**src/fault_reporter_pkg.sv**
```systemverilog
// Package with register map, timing, states and detector bundle for the fault reporter
package fault_reporter_pkg;
    localparam int NUM_CH = 12;
    localparam int ADDR_W = 8;

    localparam logic [ADDR_W-1:0] OFS_CTRL    = 8'h00;
    localparam logic [ADDR_W-1:0] OFS_CH_EN   = 8'h04;
    localparam logic [ADDR_W-1:0] OFS_DIAG_EN = 8'h08;
    localparam logic [ADDR_W-1:0] OFS_MASK    = 8'h0C;
    localparam logic [ADDR_W-1:0] OFS_FLAGS   = 8'h10;
    localparam logic [ADDR_W-1:0] OFS_OPEN    = 8'h14;
    localparam logic [ADDR_W-1:0] OFS_SHORT   = 8'h18;
    localparam logic [ADDR_W-1:0] OFS_DIAG    = 8'h1C;
    localparam logic [ADDR_W-1:0] OFS_IRQ_ST  = 8'h20;
    localparam logic [ADDR_W-1:0] OFS_IRQ_MSK = 8'h24;
    localparam logic [ADDR_W-1:0] OFS_STATE   = 8'h28;

    // Control register bits
    localparam int CB_FAULT_CLR = 0;
    localparam int CB_POR_CLR   = 1;
    localparam int CB_FS_CLR    = 2;
    localparam int CB_INV_START = 3;
    localparam int CB_SS_START  = 4;
    localparam int CB_AUTO_SS   = 5;

    // Mask register bits
    localparam int MB_REF   = 0;
    localparam int MB_OPEN  = 1;
    localparam int MB_SHORT = 2;
    localparam int MB_TSD   = 3;
    localparam int MB_CRC   = 4;

    // Event bits, shared by flag and interrupt registers
    localparam int EV_POR    = 0;
    localparam int EV_LOWSUP = 1;
    localparam int EV_REF    = 2;
    localparam int EV_PRETSD = 3;
    localparam int EV_TSD    = 4;
    localparam int EV_FS     = 5;
    localparam int EV_OPEN   = 6;
    localparam int EV_SHORT  = 7;
    localparam int EV_DIAG   = 8;
    localparam int EV_CRC    = 9;
    localparam int EV_ODRDY  = 10;
    localparam int EV_N      = 11;
    // Flag register summary bits
    localparam int FB_OUT = 11;
    localparam int FB_ERR = 12;

    localparam logic [NUM_CH-1:0] CH_EN_RST   = 12'hFFF;
    localparam logic [NUM_CH-1:0] DIAG_EN_RST = 12'hFFF;

    localparam int PULSE_US  = 50;
    localparam int CLK_MHZ   = 10;
    localparam int PULSE_CYC = PULSE_US * CLK_MHZ;
    localparam int PCNT_W    = 10;

    typedef enum logic [3:0] {
        ST_POR      = 4'b0001,
        ST_INIT     = 4'b0010,
        ST_NORMAL   = 4'b0100,
        ST_FAILSAFE = 4'b1000
    } dev_state_e;

    typedef struct packed {
        logic              supply_uvlo;
        logic              rails_good;
        logic              low_supply;
        logic              ref_fault;
        logic              pre_tsd;
        logic              tsd;
        logic              temp_ok;
        logic              wd_overflow;
        logic [NUM_CH-1:0] open_det;
        logic [NUM_CH-1:0] open_window_ok;
        logic [NUM_CH-1:0] short_det;
        logic              inv_done;
        logic [NUM_CH-1:0] inv_fail;
        logic              ss_done;
        logic [NUM_CH-1:0] ss_below;
        logic              auto_valid;
        logic [NUM_CH-1:0] auto_below;
        logic              crc_valid;
        logic [7:0]        computed_nvm_checksum;
        logic [7:0]        stored_nvm_checksum;
    } detect_s;
endpackage

```
**src/normal_state_fault_reporter.sv**
```systemverilog
// Fault collection, error line and APB register file of the LED driver in normal state
// Operation
// - Undervoltage forces power-on state, sets power-on and error flags, error line held low.
// - Leave power-on state for init only when every rail is good.
// - Power-on flag cleared only by its own clear command, not the general one.
// - Low supply sets flags, pulses error line 50 us, suppresses supply-dependent faults.
// - Thermal shutdown turns channels off, sets flags, holds error line unless masked.
// - Outputs return when temperature ok; thermal flag stays until general clear.
// - Watchdog overflow enters fail-safe, sets flag silently; leave only on fail-safe clear or undervoltage.
// - Checksum mismatch sets flags and pulses error line unless masked.
// - Open fault only on enabled, diagnosed channels with long enough on-pulse.
// - Invisible scan tests disabled diagnosed channels; sets ready, result, summary, pulses line.
// - Short scan tests disabled diagnosed channels; fault only when supply is high.
// - Auto short scan on enabled diagnosed channels; fault sets flags and pulses once.
// - General fault clear bit returns to zero by itself.
// - Short scan start bit drops back to zero the next cycle.
// - Ready flag cleared at scan start, set when scan finishes.
//
// Added by the designer: the APB register port and the register addresses.
`timescale 1ns/1ps
`default_nettype none
module normal_state_fault_reporter (
    input  wire logic                                    pclk,
    input  wire logic                                    presetn,
    input  wire logic                                    psel,
    input  wire logic                                    penable,
    input  wire logic                                    pwrite,
    input  wire logic [fault_reporter_pkg::ADDR_W-1:0]   paddr,
    input  wire logic [31:0]                             pwdata,
    output logic      [31:0]                             prdata,
    output logic                                         pready,
    output logic                                         pslverr,
    input  wire fault_reporter_pkg::detect_s             det,
    output logic                                         err_out,
    output logic                                         err_oe,
    output logic      [fault_reporter_pkg::NUM_CH-1:0]   channel_drive,
    output logic                                         inv_scan_go,
    output logic                                         ss_scan_go,
    output logic      [fault_reporter_pkg::NUM_CH-1:0]   scan_channels,
    output logic                                         irq
);
    localparam int N = fault_reporter_pkg::NUM_CH;

    fault_reporter_pkg::dev_state_e state_r;
    logic [5:0]                     cmd_r;
    logic [N-1:0]                   ch_en_r;
    logic [N-1:0]                   diag_en_r;
    logic [4:0]                     mask_r;
    logic [fault_reporter_pkg::EV_N-1:0] flag_r;
    logic [N-1:0]                   open_r;
    logic [N-1:0]                   short_r;
    logic [N-1:0]                   diag_r;
    logic [fault_reporter_pkg::EV_N-1:0] irq_st_r;
    logic [fault_reporter_pkg::EV_N-1:0] irq_msk_r;
    logic                           tsd_active_r;
    logic                           inv_busy_r;
    logic                           ss_busy_r;
    logic [fault_reporter_pkg::PCNT_W-1:0] pulse_cnt_r;
    logic                           err_flag_r;

    logic wr;
    logic fault_clr;
    logic [N-1:0] open_set;
    logic [N-1:0] short_set;
    logic [N-1:0] diag_set;
    logic [fault_reporter_pkg::EV_N-1:0] ev;
    logic out_sum;
    logic crc_bad;
    logic pulse_ev;
    logic hold_low;

    assign wr        = psel & penable & pwrite;
    assign pready    = 1'b1;
    assign fault_clr = cmd_r[fault_reporter_pkg::CB_FAULT_CLR];

    // Command bits 0-4 live one cycle only; the auto-scan bit 5 stays until rewritten
    always_ff @(posedge pclk or negedge presetn) begin
        if (!presetn) begin
            cmd_r <= 6'h00;
        end else begin
            cmd_r[4:0] <= 5'h00;
            if (wr && paddr == fault_reporter_pkg::OFS_CTRL) begin
                cmd_r <= pwdata[5:0];
            end
        end
    end

    always_ff @(posedge pclk or negedge presetn) begin
        if (!presetn) begin
            ch_en_r   <= fault_reporter_pkg::CH_EN_RST;
            diag_en_r <= fault_reporter_pkg::DIAG_EN_RST;
            mask_r    <= 5'h00;
            irq_msk_r <= 11'h000;
        end else if (wr) begin
            case (paddr)
                fault_reporter_pkg::OFS_CH_EN:   ch_en_r   <= pwdata[N-1:0];
                fault_reporter_pkg::OFS_DIAG_EN: diag_en_r <= pwdata[N-1:0];
                fault_reporter_pkg::OFS_MASK:    mask_r    <= pwdata[4:0];
                fault_reporter_pkg::OFS_IRQ_MSK: irq_msk_r <= pwdata[10:0];
                default: ;
            endcase
        end
    end

    // Device state
    always_ff @(posedge pclk or negedge presetn) begin
        if (!presetn) begin
            state_r <= fault_reporter_pkg::ST_POR;
        end else if (det.supply_uvlo) begin
            state_r <= fault_reporter_pkg::ST_POR;
        end else begin
            case (state_r)
                fault_reporter_pkg::ST_POR:
                    if (det.rails_good) state_r <= fault_reporter_pkg::ST_INIT;
                fault_reporter_pkg::ST_INIT:
                    state_r <= fault_reporter_pkg::ST_NORMAL;
                fault_reporter_pkg::ST_NORMAL:
                    if (det.wd_overflow) state_r <= fault_reporter_pkg::ST_FAILSAFE;
                fault_reporter_pkg::ST_FAILSAFE:
                    if (cmd_r[fault_reporter_pkg::CB_FS_CLR]) begin
                        state_r <= fault_reporter_pkg::ST_NORMAL;
                    end
                default:
                    state_r <= fault_reporter_pkg::ST_POR;
            endcase
        end
    end

    // Channel gating and event qualification; low supply hides supply-dependent faults
    assign crc_bad = det.crc_valid &&
                     det.computed_nvm_checksum != det.stored_nvm_checksum;
    always_comb begin
        open_set  = det.open_det & det.open_window_ok & ch_en_r & diag_en_r
                    & {N{~det.low_supply}};
        short_set = det.short_det & ch_en_r & diag_en_r;
        diag_set  = '0;
        if (inv_busy_r && det.inv_done) begin
            diag_set = diag_set | (det.inv_fail & scan_channels);
        end
        if (ss_busy_r && det.ss_done && !det.low_supply) begin
            diag_set = diag_set | (det.ss_below & scan_channels);
        end
        if (cmd_r[fault_reporter_pkg::CB_AUTO_SS] && det.auto_valid && !det.low_supply) begin
            diag_set = diag_set | (det.auto_below & ch_en_r & diag_en_r);
        end
        ev = '0;
        ev[fault_reporter_pkg::EV_POR]    = det.supply_uvlo;
        ev[fault_reporter_pkg::EV_LOWSUP] = det.low_supply;
        ev[fault_reporter_pkg::EV_REF]    = det.ref_fault;
        ev[fault_reporter_pkg::EV_PRETSD] = det.pre_tsd;
        ev[fault_reporter_pkg::EV_TSD]    = det.tsd;
        ev[fault_reporter_pkg::EV_FS]     = det.wd_overflow
                                            && state_r == fault_reporter_pkg::ST_NORMAL;
        ev[fault_reporter_pkg::EV_OPEN]   = |open_set;
        ev[fault_reporter_pkg::EV_SHORT]  = |short_set;
        ev[fault_reporter_pkg::EV_DIAG]   = |diag_set;
        ev[fault_reporter_pkg::EV_CRC]    = crc_bad;
        ev[fault_reporter_pkg::EV_ODRDY]  = (inv_busy_r && det.inv_done)
                                            || (ss_busy_r && det.ss_done);
    end

    // Sticky flags: a set in the clearing cycle wins
    always_ff @(posedge pclk or negedge presetn) begin
        if (!presetn) begin
            flag_r  <= 11'h001;
            open_r  <= '0;
            short_r <= '0;
            diag_r  <= '0;
        end else begin
            flag_r[fault_reporter_pkg::EV_POR] <= ev[fault_reporter_pkg::EV_POR]
                | (flag_r[fault_reporter_pkg::EV_POR]
                   & ~cmd_r[fault_reporter_pkg::CB_POR_CLR]);
            flag_r[fault_reporter_pkg::EV_FS] <= ev[fault_reporter_pkg::EV_FS]
                | (flag_r[fault_reporter_pkg::EV_FS]
                   & ~cmd_r[fault_reporter_pkg::CB_FS_CLR]);
            for (int i = 1; i < fault_reporter_pkg::EV_ODRDY; i++) begin
                if (i != fault_reporter_pkg::EV_FS) begin
                    flag_r[i] <= ev[i] | (flag_r[i] & ~fault_clr);
                end
            end
            if (ev[fault_reporter_pkg::EV_ODRDY]) begin
                flag_r[fault_reporter_pkg::EV_ODRDY] <= 1'b1;
            end else if (inv_scan_go || ss_scan_go) begin
                flag_r[fault_reporter_pkg::EV_ODRDY] <= 1'b0;
            end
            open_r  <= open_set  | (open_r  & {N{~fault_clr}});
            short_r <= short_set | (short_r & {N{~fault_clr}});
            diag_r  <= diag_set  | (diag_r  & {N{~fault_clr}});
        end
    end

    assign out_sum = (|open_r & ~mask_r[fault_reporter_pkg::MB_OPEN])
                   | (|short_r & ~mask_r[fault_reporter_pkg::MB_SHORT]) | (|diag_r);

    always_ff @(posedge pclk or negedge presetn) begin
        if (!presetn) begin
            err_flag_r <= 1'b1;
        end else begin
            err_flag_r <= flag_r[fault_reporter_pkg::EV_POR]
                | flag_r[fault_reporter_pkg::EV_LOWSUP]
                | (flag_r[fault_reporter_pkg::EV_REF] & ~mask_r[fault_reporter_pkg::MB_REF])
                | (flag_r[fault_reporter_pkg::EV_TSD] & ~mask_r[fault_reporter_pkg::MB_TSD])
                | (flag_r[fault_reporter_pkg::EV_CRC] & ~mask_r[fault_reporter_pkg::MB_CRC])
                | out_sum;
        end
    end

    // On-demand scans capture the disabled but diagnosed channels at start
    assign inv_scan_go = cmd_r[fault_reporter_pkg::CB_INV_START] && !inv_busy_r && !ss_busy_r;
    assign ss_scan_go  = cmd_r[fault_reporter_pkg::CB_SS_START] && !inv_busy_r && !ss_busy_r
                         && !cmd_r[fault_reporter_pkg::CB_INV_START];
    always_ff @(posedge pclk or negedge presetn) begin
        if (!presetn) begin
            inv_busy_r    <= 1'b0;
            ss_busy_r     <= 1'b0;
            scan_channels <= '0;
        end else begin
            if (inv_scan_go || ss_scan_go) begin
                scan_channels <= ~ch_en_r & diag_en_r;
            end
            inv_busy_r <= inv_scan_go | (inv_busy_r & ~det.inv_done);
            ss_busy_r  <= ss_scan_go | (ss_busy_r & ~det.ss_done);
        end
    end

    // Thermal shutdown recovers by itself on temperature ok
    always_ff @(posedge pclk or negedge presetn) begin
        if (!presetn) begin
            tsd_active_r  <= 1'b0;
            channel_drive <= '0;
        end else begin
            if (det.tsd) begin
                tsd_active_r <= 1'b1;
            end else if (det.temp_ok) begin
                tsd_active_r <= 1'b0;
            end
            if (det.tsd || det.supply_uvlo || tsd_active_r
                || state_r == fault_reporter_pkg::ST_POR
                || state_r == fault_reporter_pkg::ST_INIT) begin
                channel_drive <= '0;
            end else begin
                channel_drive <= ch_en_r;
            end
        end
    end

    // One pulse per new low-supply, pre-TSD, checksum, open, short or diag event; fail-safe never touches the line
    assign pulse_ev = (ev[fault_reporter_pkg::EV_LOWSUP] & ~flag_r[fault_reporter_pkg::EV_LOWSUP])
        | (ev[fault_reporter_pkg::EV_PRETSD] & ~flag_r[fault_reporter_pkg::EV_PRETSD])
        | (crc_bad & ~flag_r[fault_reporter_pkg::EV_CRC] & ~mask_r[fault_reporter_pkg::MB_CRC])
        | (|(open_set & ~open_r) & ~mask_r[fault_reporter_pkg::MB_OPEN])
        | (|(short_set & ~short_r) & ~mask_r[fault_reporter_pkg::MB_SHORT])
        | (|(diag_set & ~diag_r));
    always_ff @(posedge pclk or negedge presetn) begin
        if (!presetn) begin
            pulse_cnt_r <= '0;
        end else if (pulse_ev) begin
            pulse_cnt_r <= fault_reporter_pkg::PCNT_W'(fault_reporter_pkg::PULSE_CYC);
        end else if (pulse_cnt_r != '0) begin
            pulse_cnt_r <= pulse_cnt_r - 1'b1;
        end
    end

    assign hold_low = state_r == fault_reporter_pkg::ST_POR
        || (det.ref_fault && !mask_r[fault_reporter_pkg::MB_REF])
        || (tsd_active_r && !mask_r[fault_reporter_pkg::MB_TSD]);
    always_ff @(posedge pclk or negedge presetn) begin
        if (!presetn) begin
            err_oe <= 1'b1;
        end else begin
            err_oe <= hold_low || pulse_ev || pulse_cnt_r > 1;
        end
    end
    assign err_out = 1'b0;

    // Interrupt status, write one to clear; set wins
    always_ff @(posedge pclk or negedge presetn) begin
        if (!presetn) begin
            irq_st_r <= '0;
        end else if (wr && paddr == fault_reporter_pkg::OFS_IRQ_ST) begin
            irq_st_r <= ev | (irq_st_r & ~pwdata[10:0]);
        end else begin
            irq_st_r <= ev | irq_st_r;
        end
    end
    assign irq = |(irq_st_r & irq_msk_r);

    always_comb begin
        prdata  = 32'h0000_0000;
        pslverr = 1'b0;
        case (paddr)
            fault_reporter_pkg::OFS_CTRL:    prdata[5:0]   = cmd_r;
            fault_reporter_pkg::OFS_CH_EN:   prdata[N-1:0] = ch_en_r;
            fault_reporter_pkg::OFS_DIAG_EN: prdata[N-1:0] = diag_en_r;
            fault_reporter_pkg::OFS_MASK:    prdata[4:0]   = mask_r;
            fault_reporter_pkg::OFS_FLAGS:   prdata[12:0]  = {err_flag_r, out_sum, flag_r};
            fault_reporter_pkg::OFS_OPEN:    prdata[N-1:0] = open_r;
            fault_reporter_pkg::OFS_SHORT:   prdata[N-1:0] = short_r;
            fault_reporter_pkg::OFS_DIAG:    prdata[N-1:0] = diag_r;
            fault_reporter_pkg::OFS_IRQ_ST:  prdata[10:0]  = irq_st_r;
            fault_reporter_pkg::OFS_IRQ_MSK: prdata[10:0]  = irq_msk_r;
            fault_reporter_pkg::OFS_STATE:   prdata[3:0]   = state_r;
            default:                         pslverr       = psel & penable;
        endcase
    end

    chk_uv_por_entry: assert property (@(posedge pclk) disable iff (!presetn)
        det.supply_uvlo |=> state_r == fault_reporter_pkg::ST_POR
            && flag_r[fault_reporter_pkg::EV_POR] ##1 err_oe && err_flag_r)
        else $error("undervoltage did not force power-on state");
    chk_por_exit_gate: assert property (@(posedge pclk) disable iff (!presetn)
        state_r == fault_reporter_pkg::ST_POR && !det.rails_good
            |=> state_r == fault_reporter_pkg::ST_POR)
        else $error("left power-on state without good rails");
    chk_por_flag_keep: assert property (@(posedge pclk) disable iff (!presetn)
        flag_r[fault_reporter_pkg::EV_POR] && !cmd_r[fault_reporter_pkg::CB_POR_CLR]
            |=> flag_r[fault_reporter_pkg::EV_POR])
        else $error("power-on flag lost without its clear");
    chk_pulse_len: assert property (@(posedge pclk) disable iff (!presetn)
        pulse_ev |=> pulse_cnt_r == fault_reporter_pkg::PCNT_W'(fault_reporter_pkg::PULSE_CYC)
            && err_oe)
        else $error("error pulse not started at full length");
    chk_tsd_off: assert property (@(posedge pclk) disable iff (!presetn)
        det.tsd |=> channel_drive == '0 && flag_r[fault_reporter_pkg::EV_TSD]
            ##1 (err_oe || $past(mask_r[fault_reporter_pkg::MB_TSD])))
        else $error("thermal shutdown not applied");
    chk_tsd_flag_hold: assert property (@(posedge pclk) disable iff (!presetn)
        flag_r[fault_reporter_pkg::EV_TSD] && !fault_clr |=> flag_r[fault_reporter_pkg::EV_TSD])
        else $error("thermal flag lost without clear");
    chk_fs_stay: assert property (@(posedge pclk) disable iff (!presetn)
        state_r == fault_reporter_pkg::ST_FAILSAFE && !cmd_r[fault_reporter_pkg::CB_FS_CLR]
            && !det.supply_uvlo |=> state_r == fault_reporter_pkg::ST_FAILSAFE)
        else $error("fail-safe left without clear");
    chk_open_qual: assert property (@(posedge pclk) disable iff (!presetn)
        1'b1 |=> ((open_r & ~$past(open_r))
            & ~$past(ch_en_r & diag_en_r & det.open_window_ok)) == '0)
        else $error("open fault on unqualified channel");
    chk_start_drop: assert property (@(posedge pclk) disable iff (!presetn)
        cmd_r[fault_reporter_pkg::CB_SS_START] || fault_clr
            |=> !cmd_r[fault_reporter_pkg::CB_SS_START] && !fault_clr)
        else $error("command bit did not drop");
    chk_ready_cycle: assert property (@(posedge pclk) disable iff (!presetn)
        inv_scan_go |=> !flag_r[fault_reporter_pkg::EV_ODRDY] && inv_busy_r)
        else $error("ready flag not cleared at scan start");
endmodule
`default_nettype wire

```
**config.mk**
```make
export PLATFORM = sky130hd
export DESIGN_NAME = normal_state_fault_reporter
export DESIGN_NICKNAME = d
export VERILOG_FILES = /design/src/fault_reporter_pkg.sv /design/src/normal_state_fault_reporter.sv
export SDC_FILE = /design/constraint.sdc
export NUM_CORES = 1
export LEC_CHECK = 0
export BUFFER_PORTS_ARGS = -buffer_cell sky130_fd_sc_hd__buf_2
export CORE_UTILIZATION = 40
export DETAILED_ROUTE_END_ITERATION = 12
export GPL_TIMING_DRIVEN = 0
export PLACE_DENSITY = 0.61
export SLEW_MARGIN = 20
export SYNTH_ARGS = -nofsm -noshare
export SYNTH_HDL_FRONTEND = slang
export SYNTH_SLANG_ARGS = --single-unit
```
**constraint.sdc**
```tcl
create_clock -name pclk -period 4.8 [get_ports pclk]
set_clock_uncertainty 0.1 [all_clocks]
set_input_delay 0 -clock pclk [delete_from_list [all_inputs] [get_ports pclk]]
set_output_delay 0 -clock pclk [all_outputs]
set_load 0.02 [all_outputs]
```
Word-level counts from Yosys, hierarchy flattened
Cells that the tools add are included. W data, S select, Z words.

Bits in registers: 147. Bits in latches: 0. Bits in writable memories: 0. Memory bits (read-only): 0. Input bits: 145. Output and inout port bits: 63. Word-level logic and storage cells: 212. Memories: 0.

$add $sub $neg: 1. Multiply operators: 0. Div/mod/pow operators: 0. $lt $le $gt $ge: 1. Equal/unequal tests: 18. Shift operators: 0. Mux-type cells: 24. Bitwise gates (word level): 94. Reduce and logical (&&, ||, !) cells: 53.

Operator list (number): $and A12 B12 Y12 (17); $reduce_or A12 Y1 (9); $or A12 B12 Y12 (5); $mux W12 (4); $not A12 Y12 (4); $pmux W4 S11 (1); $pmux W5 S8 (1); $eq A8 B5 Y1 const B (4); $and A1 B1 Y1 (25); $eq A8 B6 Y1 const B (3); $or A1 B1 Y1 (24); $and A11 B11 Y11 (2); $or A11 B11 Y11 (2); $reduce_or A11 Y1 (2); $mux W10 (2); $eq A8 B4 Y1 const B (2); $logic_and A1 B1 Y1 (16); $mux W4 (4); $pmux W4 S4 (1); $not A1 Y1 (14); $mux W11 (1); $not A11 Y11 (1); $gt A10 B1 Y1 const B (1); $logic_or A1 B1 Y1 (10); other kinds (19) (36).

Longest topological paths before layout
Depth after elaboration: 12. Mapped depth: 8. Mapped depth without buffers: 7.

Worst setup path before layout
Ideal clock, no wire load.

Kind: register to register. Start point: register ss_busy_r. End point: register pulse_cnt_r[2] in the netlist's numbering. Setup time: 0.148 ns. Arrival: 1.892 ns. Required time: 4.552 ns. Slack: 2.660 ns. Cell stages (with the launch flop): 8. Buffers on the path: 1. Clock period less this slack: 2.140 ns. Cells stage by stage: dfrtp_1 buf_4 and3b_1 a22o_1 a32oi_1 o2111ai_1 nor4b_4 o211ai_1.

Word-level cells in the longest chain between the ends: 9. Elaborated cells on any way between the ends: 10. Classes of those cells: 3 x mux; 3 x bitwise; 4 x reduce/logical.

RTL lines: start, declared (RTL line normal_state_fault_reporter.sv:57) `logic ss_busy_r;`; start signal, assigned (RTL line normal_state_fault_reporter.sv:222) `ss_busy_r <= ss_scan_go | (ss_busy_r & ~det.ss_done);`; $logic_and A1 B1 Y1 * (2 in series) (RTL line normal_state_fault_reporter.sv:140) `if (ss_busy_r && det.ss_done && !det.low_supply) begin`; $mux W12 * (RTL line normal_state_fault_reporter.sv:140); $or A12 B12 Y12 (RTL line normal_state_fault_reporter.sv:144) `diag_set = diag_set | (det.auto_below & ch_en_r & diag_en_r);`; $mux W12 * (RTL line normal_state_fault_reporter.sv:143) `if (cmd_r[fault_reporter_pkg::CB_AUTO_SS] && det.auto_valid && !det.low_supply) begin`; $and A12 B12 Y12 * (RTL line normal_state_fault_reporter.sv:253) `| (|(diag_set & ~diag_r));`; $reduce_or A12 Y1 * (RTL line normal_state_fault_reporter.sv:253); $or A1 B1 Y1 * (RTL line normal_state_fault_reporter.sv:253); $mux W10 or $reduce_bool A2 Y1 (tied branches); end signal, assigned (RTL line normal_state_fault_reporter.sv:258) `pulse_cnt_r <= fault_reporter_pkg::PCNT_W'(fault_reporter_pkg::PULSE_CYC);`; end signal, assigned (RTL line normal_state_fault_reporter.sv:260) `pulse_cnt_r <= pulse_cnt_r - 1'b1;`; end, declared (RTL line normal_state_fault_reporter.sv:58) `logic [fault_reporter_pkg::PCNT_W-1:0] pulse_cnt_r;`.

Every way passes the cells marked *; elsewhere a longest branch is shown, timed or not. A chain may end at the register's enable or synchronous reset.

Worst setup path after layout
Start point: register ss_busy_r. End point: register irq_st_r[8] in the netlist's numbering.

Word-level cells in the longest chain between the ends: 8. Elaborated cells on any way between the ends: 9. Classes of those cells: 3 x mux; 3 x bitwise; 3 x reduce/logical.

RTL lines: $logic_and A1 B1 Y1 * (2 in series) (RTL line normal_state_fault_reporter.sv:140); $mux W12 * (RTL line normal_state_fault_reporter.sv:140); $or A12 B12 Y12 (RTL line normal_state_fault_reporter.sv:144); $mux W12 * (RTL line normal_state_fault_reporter.sv:143); $reduce_or A12 Y1 * (RTL line normal_state_fault_reporter.sv:156) `ev[fault_reporter_pkg::EV_DIAG] = |diag_set;`; $or A11 B11 Y11 (on tied branches) (RTL line normal_state_fault_reporter.sv:283, normal_state_fault_reporter.sv:281); $mux W11 * (RTL line normal_state_fault_reporter.sv:280) `end else if (wr && paddr == fault_reporter_pkg::OFS_IRQ_ST) begin`; end signal, assigned (RTL line normal_state_fault_reporter.sv:281) `irq_st_r <= ev | (irq_st_r & ~pwdata[10:0]);`; end signal, assigned (RTL line normal_state_fault_reporter.sv:283) `irq_st_r <= ev | irq_st_r;`; end, declared (RTL line normal_state_fault_reporter.sv:53) `logic [fault_reporter_pkg::EV_N-1:0] irq_st_r;`.

Marks and branches as above.

==> results.ini <==
[floorplan]
dieArea_mm2=0.0203
initial_core_util=0.407
die_h_um=143
num_rows=51
ioPinCount=208
die_w_um=143
fp.coreArea_mm2=0.0194

[detailed_routing]
drt-initial-drc-count=861
num_vias=7668
ant_nets=0
drc_errors=4
top_layer=met4
drtPass1Iterations=10
met1Wirelength_mm=12.5
wl_per_cell_um=21.9
routed_wl_mm=29.6
route.met2.wl_mm=13.3
met3WireLength_mm=3.03
via_per_inst=5.68

[logic_synthesis]
async_flop_share=1.00
yosysWarnings=0
synth_edf_count=0
yosysSeqAreaShare=0.470
synth-seq-cells=147
synthDistinctLibCells=66
ys.flop_type=dfrtp_1
synth_area_mm2=0.00790
avgSynthCellArea_um2=10.0
synth_cells=787

[worst_setup_path]
path_max_fanout=10
critical_path.max_stage_delay_ns=0.60
start_kind=flip-flop
worstSetupPathType=reg2reg
critPathSlowestCell=dlygate4sd3_1
path_common_cell=dlygate4sd3_1
cp-end-kind=flip-flop
startpoint=ss_busy_r$_DFF_PN0_
crit_arrival_ns=3.38
cp.required_ns=5.02
crit_family=buffers and inverters
r2r-start=ss_busy_r$_DFF_PN0_
path_buf_inv=3
path_cells=buf_4 > and3b_1 > a22o_1 > dlygate4sd3_1 > a21oi_1 > nand2_1 > nor3_1 > nand3_1 > dlygate4sd3_1

[final_layout]
areaGrowthSynthToFinish_pct=34.3
mostFrequentLayoutCells=172 x buf_2, 119 x dfrtp_1, 80 x dlygate4sd3_1, 63 x nand2_1, 43 x o21ai_0
final_layout_size_suffix_gt1_frac=0.285
final_common_cell=buf_2
nNetsFinal=1218
final_area_mm2=0.0106

[clocking]
root_buffer=clkbuf_16
hold_buffers=81
cts.repair.resized=0
cts_tree=built
cts_sinks=147
cts_made_buffers=17
cts.path.max_buffers=2
h-tree-depth=4
clk_latency_ns=0.44
cts_setup_buffers=0
clk_pin_slew_worst_paths_ns=0.06

[timing]
setup_tns_ns=0
setup-violations-final=0
max_slew_margin=0.339
fin_crit_sh=0.659
period_minus_slack_ns=3.17
tightest_slew_ns=0.983
max_clock_freq_ghz=0.316
maxSlewViolCount=0
rsz0062_at_grt=no
hold_viol_final=0

[grt]
first_global_vias=7397
grt_max_degree=93
grt_pass1_wl_mm=44.0
antenna_found_initial=3
grt_usage=0.301
overflow=0

[hold_path]
min_from=det[37]
hold_path.class=in2reg

[power_and_ir_drop]
p_per_area_mw_per_mm2=293
peakVddDrop_uv=267
leakagePower_uw=0.00486

[placement]
gp_congestion=0.953
placed_area_mm2=0.00916
hpwl_mm=21.5
numPortBuffers=164

[outcome]
violations=design-rule violations
outcome=finished with violations

[flow_run]
maxCapViolCount=0

-- stage by stage --
| stage | instances | setup WS [ns] | hold slack [ns] | power [uW] | util |
|---|---|---|---|---|---|
| floorplan | 806 | 2.66 | -0.396 | 1510 | - |
| global placement | 1235 | 1.37 | 0.121 | 1640 | 0.470 |
| detailed placement | 1236 | 2.00 | -0.145 | 1650 | 0.472 |
| CTS | 1349 | 1.66 | 0.00930 | 3120 | 0.547 |
| global route | 1349 | 1.50 | 0.0615 | 3210 | 0.547 |
| finish | 1350 | 1.63 | 0.0294 | 3110 | 0.547 |
-- synth_stat cells (3+ instances only) --
master       n  area [um2]
dfstp_2     28         736
nand2b_1    23         144
o21ai_1      3        15.0
nand3_1     23         115
nor2b_1      5        31.3
a32oi_1      4        35.0
clkbuf_1    20        75.1
a221oi_1     8        70.1
buf_4       23         173
a22o_1      14         123
and2_1      29         181
nand2_1     63         236
nor2_1      23        86.3
a21boi_0     5        37.5
a21oi_1     17        85.1
a31oi_1      4        25.0
inv_1       40         150
or4_1        8        60.1
nand4b_1    21         184
a2111o_1     3        33.8
a21o_1      21         158
a2111oi_0    5        43.8
o21ai_0     43         215
a41oi_1      3        26.3
mux2_2      41         462
xor2_1      10        87.6
or4b_2       4        40.0
nor4_1      16         100
nor3_1      16        80.1
and4b_1      3        30.0
buf_6        3        33.8
nand4_1     20         125
dfrtp_1    119        2980
o2bb2ai_1    5        43.8
xnor2_1      3        26.3
o2111ai_1    5        43.8
buf_2        9        45.0
a22oi_1     33         248
or3_1        6        37.5
a222oi_1     7        70.1
and3_1      14        87.6
-- tightest hold or removal path: cells and delay by family --
| kind | cells | cell delay, ns |
|---|---|---|
| compound gates | 3 | 0.45 |
| buf+inv | 1 | 0.08 |
-- layer usage --
| metal | up-vias | global-route usage |
|---|---|---|
| met3 | 64 | 0.0797 |
| met2 | 436 | 0.464 |
| met4 | 0 | 0.108 |
| met5 | - | 0 |
| li1 | 3484 | - |
| met1 | 3684 | 0.405 |
-- state kept, by name, summed over array words and instances, names as in the netlist, 4 cells and up --
name / flops
cmd_r: 6
short_r: 12
ch_en_r: 12
irq_msk_r: 11
irq_st_r: 11
diag_en_r: 12
scan_channels: 12
state_r: 4
open_r: 12
channel_drive: 12
flag_r: 11
diag_r: 12
mask_r: 5
pulse_cnt_r: 10
-- final timing paths --
check,end,slack (ns),cells after the start
setup / recovery,irq_st_r[8]$_DFF_PN0_,1.63,9
hold / removal,diag_r[7]$_DFF_PN0_,0.03,4
setup reg to reg,irq_st_r[8]$_DFF_PN0_,1.63,9
hold reg to reg,flag_r[6]$_DFF_PN0_,0.39,1
max in group asynchronous,diag_en_r[10]$_DFFE_PN1P_,3.43,4
min in group asynchronous,flag_r[10]$_DFFE_PN0P_,0.43,3
-- power by group --
part	switching (uW)	total (uW)	leakage, uW	internal (uW)
registers	56.2	1350	0.00171	1290
clock network	545	1430	0.000305	885
logic	167	332	0.00285	165
-- area by class of cell --
cell class              count  area (um2)
plain buffers              56         330
repair buffers            246        1680
clock inverters            12         178
well taps                 265         332
fillers                  1818        8790
flip-flops and latches    147        3710
multi-input cells         562        3770
clock buffers              20         447
inverters                  41         154
diodes                      1        2.50
-- cell families after synthesis --
| kind of cell | Yosys count | synth area share |
|---|---|---|
| other | 2 | 0.000951 |
| AOI/OAI and AO/OA | 196 | 0.179 |
| xor gates and xnor gates | 13 | 0.0144 |
| adders and majority gates | 2 | 0.00317 |
| buffers and inverters | 97 | 0.0613 |
| DFF | 147 | 0.470 |
| muxes | 43 | 0.0610 |
| and+or+nand+nor | 287 | 0.210 |
No activity file was read; power rests on OpenSTA's default activity.
